==> config.mk <==
export PLATFORM = sky130hd
export DESIGN_NAME = nv_mem_host
export DESIGN_NICKNAME = d
export VERILOG_FILES = /design/src/nv_mem_host.v
export VERILOG_INCLUDE_DIRS = /design/src
export SDC_FILE = /design/constraint.sdc
export NUM_CORES = 1
export LEC_CHECK = 0
export BUFFER_PORTS_ARGS = -buffer_cell sky130_fd_sc_hd__clkbuf_2
export CAP_MARGIN = 20
export CORE_MARGIN = 5
export CORE_UTILIZATION = 45
export DETAILED_ROUTE_END_ITERATION = 8
export GPL_TIMING_DRIVEN = 0
export PLACE_DENSITY = 0.76
export SYNTH_ARGS = -nofsm -noshare
export SYNTH_HDL_FRONTEND = slang
export SYNTH_SLANG_ARGS = --single-unit
export TNS_END_PERCENT = 10
==> constraint.sdc <==
create_clock -name ref_clk -period 6.15 [get_ports ref_clk]
set_input_delay 0.9225 -clock ref_clk [delete_from_list [all_inputs] [get_ports ref_clk]]
set_output_delay 0.9225 -clock ref_clk [all_outputs]
set_load 0.02 [all_outputs]
==> src/nv_mem_map.vh <==
`ifndef NV_MEM_MAP_VH
`define NV_MEM_MAP_VH

// ****************************************************************
// Geometry of the memory word array.
// ****************************************************************
`define ADDR_WIDTH 18
`define DATA_WIDTH 16
`define LANE_WIDTH 8

// ****************************************************************
// Timing figures in nanoseconds and the clock period.
// ****************************************************************
`define CLK_PERIOD_NS 25
`define STARTUP_NS 2000000
`define READ_CYCLE_NS 35
`define READ_ACCESS_NS 35
`define WRITE_PULSE_NS 20
`define WRITE_RECOVERY_NS 12

// Cycle counts, least times rounded up.
`define STARTUP_CYCLES ((`STARTUP_NS + `CLK_PERIOD_NS - 1) / `CLK_PERIOD_NS)
`define READ_CYCLES ((`READ_ACCESS_NS + `CLK_PERIOD_NS - 1) / `CLK_PERIOD_NS)
`define WRITE_CYCLES ((`WRITE_PULSE_NS + `CLK_PERIOD_NS - 1) / `CLK_PERIOD_NS)
`define RECOVER_CYCLES ((`WRITE_RECOVERY_NS + `CLK_PERIOD_NS - 1) / `CLK_PERIOD_NS)

// ****************************************************************
// Controller state codes.
// ****************************************************************
`define ST_STARTUP 3'h0
`define ST_IDLE 3'h1
`define ST_READ 3'h2
`define ST_WRITE 3'h3
`define ST_RECOVER 3'h4

`endif

==> src/nv_mem_host.v <==
// What this block does
// [RULE1] Memory holds 262144 sixteen-bit words, 18-bit index.
// [RULE2] Low byte on low lane, low select.
// [RULE3] High byte on high lane, high select.
// [RULE4] Chip-on high deselects device, lanes released.
// [RULE5] Both strobes or both selects high: idle.
// [RULE6] Read drives only lanes whose select low.
// [RULE7] Write updates only lanes whose select low.
// [RULE8] No refresh is ever needed.
// [RULE9] Device ignores writes below inhibit level.
// [RULE10] No access until 2 ms after power.
// [RULE11] Chip-on, store-strobe high during startup.
// [RULE12] Power-on reset holds them beyond startup.
// [RULE13] Brownout restarts the startup wait.
// [RULE14] Address and data stable across store overlap.
// [RULE15] Output-drive stays high during writes.
// [RULE16] Store-strobe held high throughout reads.
// [RULE17] Count cycles; release lanes before reading.

// The shared map must be seen before the parameter default uses it.
// It holds only defines, so it is safe to pull in at file level.
`include "nv_mem_map.vh"

module nv_mem_host #(
    parameter STARTUP_CYCLES = `STARTUP_CYCLES
) (
    input wire ref_clk,
    input wire sys_rst,
    input wire supply_ok,
    input wire req_valid,
    input wire req_write,
    input wire [17:0] req_addr,
    input wire [15:0] req_wdata,
    input wire [1:0] req_byte_en,
    output reg req_ready,
    output reg rsp_valid,
    output reg [15:0] rsp_rdata,
    output reg mem_ready,
    output reg [17:0] word_addr,
    output reg chip_on_n,
    output reg store_strobe_n,
    output reg output_drive_n,
    output reg low_half_select_n,
    output reg high_half_select_n,
    input wire [7:0] low_data_lane_in,
    output reg [7:0] low_data_lane_out,
    output reg low_data_lane_oe,
    input wire [7:0] high_data_lane_in,
    output reg [7:0] high_data_lane_out,
    output reg high_data_lane_oe
);

    // ****************************************************************
    // Counters and state.
    // ****************************************************************

    // Current controller state.
    reg [2:0] state_reg;
    // Cycle counter for startup and each access phase.
    reg [23:0] count_reg;
    // Phase lengths as full 32-bit values, before they meet the counter.
    localparam [31:0] START_RAW = STARTUP_CYCLES;
    localparam [31:0] READ_RAW = `READ_CYCLES;
    localparam [31:0] WRITE_RAW = `WRITE_CYCLES;
    localparam [31:0] RECOVER_RAW = `RECOVER_CYCLES;

    // Phase lengths cut to the counter width; every default fits in 24 bits.
    localparam [23:0] START_LEN = START_RAW[23:0];
    localparam [23:0] READ_LEN = READ_RAW[23:0];
    localparam [23:0] WRITE_LEN = WRITE_RAW[23:0];
    localparam [23:0] RECOVER_LEN = RECOVER_RAW[23:0];

    // ****************************************************************
    // Main sequencer.
    // ****************************************************************

    // The sequencer runs every access from counted phases.
    always @(posedge ref_clk or posedge sys_rst) begin
        if (sys_rst) begin
            // Power-on reset parks every strobe high and releases the lanes.
            state_reg <= `ST_STARTUP;
            count_reg <= 24'h000000;
            req_ready <= 1'b0;
            rsp_valid <= 1'b0;
            rsp_rdata <= 16'h0000;
            mem_ready <= 1'b0;
            word_addr <= 18'h00000;
            chip_on_n <= 1'b1; // [RULE12]
            store_strobe_n <= 1'b1; // [RULE12]
            output_drive_n <= 1'b1;
            low_half_select_n <= 1'b1;
            high_half_select_n <= 1'b1;
            low_data_lane_out <= 8'h00;
            low_data_lane_oe <= 1'b0;
            high_data_lane_out <= 8'h00;
            high_data_lane_oe <= 1'b0;
        end else begin
            // The answer strobe and the ready flag are single-cycle by default.
            rsp_valid <= 1'b0;
            req_ready <= 1'b0;
            if (!supply_ok) begin
                // Supply lost: park the pins and restart the wait.
                // A write cut short here cannot land, since the device takes no store while supply_ok is low.
                state_reg <= `ST_STARTUP; // [RULE13]
                count_reg <= 24'h000000;
                mem_ready <= 1'b0;
                chip_on_n <= 1'b1; // [RULE4]
                store_strobe_n <= 1'b1; // [RULE9]
                output_drive_n <= 1'b1;
                low_half_select_n <= 1'b1;
                high_half_select_n <= 1'b1;
                low_data_lane_oe <= 1'b0;
                high_data_lane_oe <= 1'b0;
            end else begin
                // One phase per state; startup, read, write and recovery are timed by count_reg.
                case (state_reg)
                    `ST_STARTUP: begin
                        // Hold strobes high for the full startup interval.
                        chip_on_n <= 1'b1; // [RULE11]
                        store_strobe_n <= 1'b1; // [RULE11]
                        if (count_reg >= START_LEN) begin // [RULE10]
                            // Startup wait over: open for requests.
                            state_reg <= `ST_IDLE;
                            mem_ready <= 1'b1;
                            req_ready <= 1'b1;
                            count_reg <= 24'h000000;
                        end else begin
                            // Still inside the startup wait.
                            count_reg <= count_reg + 24'h000001;
                        end
                    end
                    `ST_IDLE: begin
                        // No refresh is scheduled; idle simply waits.
                        req_ready <= 1'b1; // [RULE8]
                        if (req_valid && req_ready) begin
                            // Request taken: put address and selects on the pins.
                            req_ready <= 1'b0;
                            word_addr <= req_addr; // [RULE1]
                            chip_on_n <= 1'b0;
                            low_half_select_n <= ~req_byte_en[0]; // [RULE2]
                            high_half_select_n <= ~req_byte_en[1]; // [RULE3]
                            count_reg <= 24'h000000;
                            if (req_write) begin
                                // Drive data only on selected lanes.
                                store_strobe_n <= 1'b0; // [RULE7]
                                output_drive_n <= 1'b1; // [RULE15]
                                low_data_lane_out <= req_wdata[7:0];
                                high_data_lane_out <= req_wdata[15:8];
                                low_data_lane_oe <= req_byte_en[0];
                                high_data_lane_oe <= req_byte_en[1];
                                state_reg <= `ST_WRITE;
                            end else begin
                                // Lanes are already released before drive.
                                store_strobe_n <= 1'b1; // [RULE16]
                                output_drive_n <= 1'b0; // [RULE17]
                                low_data_lane_oe <= 1'b0;
                                high_data_lane_oe <= 1'b0;
                                state_reg <= `ST_READ;
                            end
                        end
                    end
                    `ST_READ: begin
                        // Wait the access time then capture selected lanes.
                        if (count_reg + 24'h000001 >= READ_LEN) begin // [RULE6]
                            // Access time met: take the data, deselected bytes read as zero.
                            rsp_rdata <= {high_half_select_n ? 8'h00 : high_data_lane_in,
                                low_half_select_n ? 8'h00 : low_data_lane_in};
                            rsp_valid <= 1'b1;
                            chip_on_n <= 1'b1;
                            output_drive_n <= 1'b1;
                            low_half_select_n <= 1'b1; // [RULE5]
                            high_half_select_n <= 1'b1;
                            count_reg <= 24'h000000;
                            state_reg <= `ST_RECOVER;
                        end else begin
                            // Device outputs are still settling.
                            count_reg <= count_reg + 24'h000001;
                        end
                    end
                    `ST_WRITE: begin
                        // Address and data hold while the strobe is low.
                        if (count_reg + 24'h000001 >= WRITE_LEN) begin // [RULE14]
                            // Pulse long enough: strobes rise, data stays one cycle more.
                            store_strobe_n <= 1'b1;
                            chip_on_n <= 1'b1;
                            rsp_valid <= 1'b1;
                            count_reg <= 24'h000000;
                            state_reg <= `ST_RECOVER;
                        end else begin
                            // Write pulse still running.
                            count_reg <= count_reg + 24'h000001;
                        end
                    end
                    `ST_RECOVER: begin
                        // Data held past strobe rise, then lanes released.
                        low_data_lane_oe <= 1'b0;
                        high_data_lane_oe <= 1'b0;
                        low_half_select_n <= 1'b1;
                        high_half_select_n <= 1'b1;
                        // Ready returns only once the recovery time is counted.
                        if (count_reg + 24'h000001 >= RECOVER_LEN) begin // [RULE17]
                            state_reg <= `ST_IDLE;
                            req_ready <= 1'b1;
                            count_reg <= 24'h000000;
                        end else begin
                            // Recovery still running.
                            count_reg <= count_reg + 24'h000001;
                        end
                    end
                    default: begin
                        // Unknown code: restart cleanly.
                        // Only chip_on_n and store_strobe_n follow once the startup state parks them; mem_ready keeps its value.
                        state_reg <= `ST_STARTUP;
                        count_reg <= 24'h000000;
                    end
                endcase
            end
        end
    end

endmodule

==> summary.md <==
| Metric | Value |
|---|---|
| Distinct cells, synth | 59 |
| Synth Cell Area | 4540 µm² |
| CTS tree | built |
| Setup WS post-layout | 2.63 ns |
| CTS root buf | clkbuf_8 |
| Final nets | 599 |
| Skew final | 0.00646 ns |
| Max_slew headroom | 0.270 |
| Post-synth top area share | 0.452 |
| Fin Setup TNS | 0 ns |
| DP HPWL | 8400 µm |
| Drt wl/cell | 16.7 µm |
| GRT Total Usage | 0.184 |
| Initial antenna violation count | 0 |
| Maximum vdd drop | 0.000184 V |
| Routed wire length | 11,300 µm |
| Synth Register Bits | 87 |
| CP arrival | 3.81 ns |
| Maximum clock rate | 284 MHz |
| Reg clk slew, reported paths | 0.09 ns |
| DRT antenna net count | 0 |
| Synth top cells by count | 82 x dfrtp_1, 41 x mux2_2, 20 x o21ai_0 |
| RSZ-0062 raised after global routing | no |
| First-pass GRT wire length | 18,700 µm |
| Min-Delay Path Class | register to register |
| ANT cells | 0 |
| Mapped Cells | 409 |
| Yosys warnings | 0 |
| Clock Latency Late Sink | 0.37 ns |
| Crit path launch type | register |
| Clock sink count | 87 |
| Synthesis-to-finish area growth | 21.4% |
| Status | finished, final reports clean |
| # hold bufs at CTS | 0 |
| # port buffers | 116 |
| Site Rows | 36 |
| DRT iter0 DRCs | 231 |
| Fill count | 882 |
| Max-cap viol count | 0 |
| Slew @ Worst Pin | 1.09 ns |
| Count leader, synth | dfrtp_1 |
| Setup WS pre-CTS | 2.72 ns |
| CTS Buf Count | 9 |
| Maximum clock path buffer count | 2 |
| Final setup fails | 0 |
| Postcts setup bufs | 0 |
| Power Total | 1.59 mW |
| Die X | 110 µm |
| Final hold violations | 0 |
| Share of cells above drive strength 1 | 0.408 |
| Detailed-route vias per instance | 5.51 |
| Synth area leader | dfrtp_1 |
| Avg Inst Size Synth | 11.1 µm² |
| Post-synth EDFFs | 0 |
| Setup CP Type | register to register |
| PD cells | 289 nW/µm² |
| Final Slew Violations | 0 |
| Starting Density | 0.462 |
| Io pins | 117 |
| H-tree depth | 3 |
| Worst hold margin | 0.504 ns |
| Post-synthesis sequential area ratio | 0.481 |
| DR vias | 3,716 |
| FFs w/ async S/R, synth | 1.00 |
| Final GP Congestion | 0.912 |
| Critical path peak fanout | 10 |
| Mapped Nets | 471 |
| Synth area leaders | dfrtp_1 45%, mux2_2 10%, mux2_4 3.3% |
| Drt drc | 0 |
| Gr ovfl total | 0 |
| Post-CTS Resized | 0 |
| Drt pass-1 iters | 4 |
| Final Critical Period | 3.52 ns |
| Static leakage | 2.66 nW |
| Critical Path End Type | register |
| Core Region | 9820 µm² |
| Die ar. | 12,200 µm² |
| Post-synth top flop | dfrtp_1 |
| Max reg flops | 24 |
| Largest net degree at the start of global routing | 63 |
| Final period utilization | 0.573 |
| CP Data Required Time | 6.44 ns |
| Die H | 110 µm |
| Vias in the first global route | 3,839 |
-- layout by cell type (no fill, tap or decap), types with 12 or more instances in the layout --
master / count
nand4_1: 12
nand2_1: 18
mux2_2: 41
nor2b_1: 18
dfrtp_1: 82
o21ai_0: 20
nor2_1: 19
clkbuf_1: 12
nand3_1: 17
clkbuf_2: 116
-- cell type report --
| cell class | count | area [µm²] | share of cell area |
|---|---|---|---|
| flip-flops and latches | 87 | 2180 | 0.397 |
| multi-input cells | 287 | 2170 | 0.395 |
| repair buffers | 117 | 608 | 0.110 |
| well taps | 133 | 166 | 0.0302 |
| plain buffers | 24 | 144 | 0.0261 |
| clock buffers | 10 | 138 | 0.0250 |
| clock inverters | 6 | 50.0 | 0.00909 |
| inverters | 11 | 43.8 | 0.00795 |
-- final timing paths --
kind                              start               endpoint  slack (ns)  depth (start not counted)
setup / recovery           count_reg[7]           count_reg[4]        2.63                          8
hold / removal                chip_on_n              chip_on_n        0.50                          2
setup reg to reg           count_reg[7]           count_reg[4]        2.63                          8
hold reg to reg               chip_on_n              chip_on_n        0.50                          2
max in group asynchronous       sys_rst     high_half_select_n        4.99                          3
min in group asynchronous       sys_rst  high_data_lane_out[7]        0.51                          2
-- critical path, stage by stage (launching register included) --
cell and delay [ns]:
dfrtp_1 0.49, nor4_1 0.37, o21ai_0 0.22, a2111oi_2 1.03, nand2_1 0.56, o41a_1 0.27
buf_6 0.16, buf_6 0.16, o31ai_4 0.17
-- stage by stage --
stage | cells | utilization | area, µm²
after CTS | 675 | 0.561 | 5510
final | 675 | 0.561 | 5510
after global placement | 658 | 0.538 | 5280
after global routing | 675 | 0.561 | 5510
after detailed placement | 659 | 0.542 | 5320
after floorplan | 409 | - | 4540
-- cells by family (layout without fill, tap and decap cells) --
kind of cell / after synthesis / in the layout / synth area share
flops: 87 / 87 / 0.481
xor+xnor: 8 / 8 / 0.0154
mux: 53 / 53 / 0.139
buf+inv: 35 / 168 / 0.0408
fa+ha+maj: 5 / 5 / 0.0138
compound gates: 82 / 82 / 0.135
simple gates: 139 / 139 / 0.175
-- report_power, final --
| part | total (mW) | leakage (nW) | internal, mW | switching [mW] |
|---|---|---|---|---|
| clock network | 0.386 | 0.0899 | 0.163 | 0.224 |
| logic | 0.474 | 1.42 | 0.184 | 0.290 |
| registers | 0.729 | 1.16 | 0.674 | 0.0558 |
| total | 1.59 | 2.66 | 1.02 | 0.569 |
-- metal layers --
| metal | wire [µm] | global-route usage | vias to the layer above |
|---|---|---|---|
| li1 | - | - | 1754 |
| met1 | 4750 | 0.232 | 1777 |
| met2 | 5320 | 0.294 | 149 |
| met3 | 781 | 0.0443 | 36 |
| met4 | 433 | 0.0936 | 0 |
| met5 | 0 | 0 | - |
(Power assumes the default switching activity.)
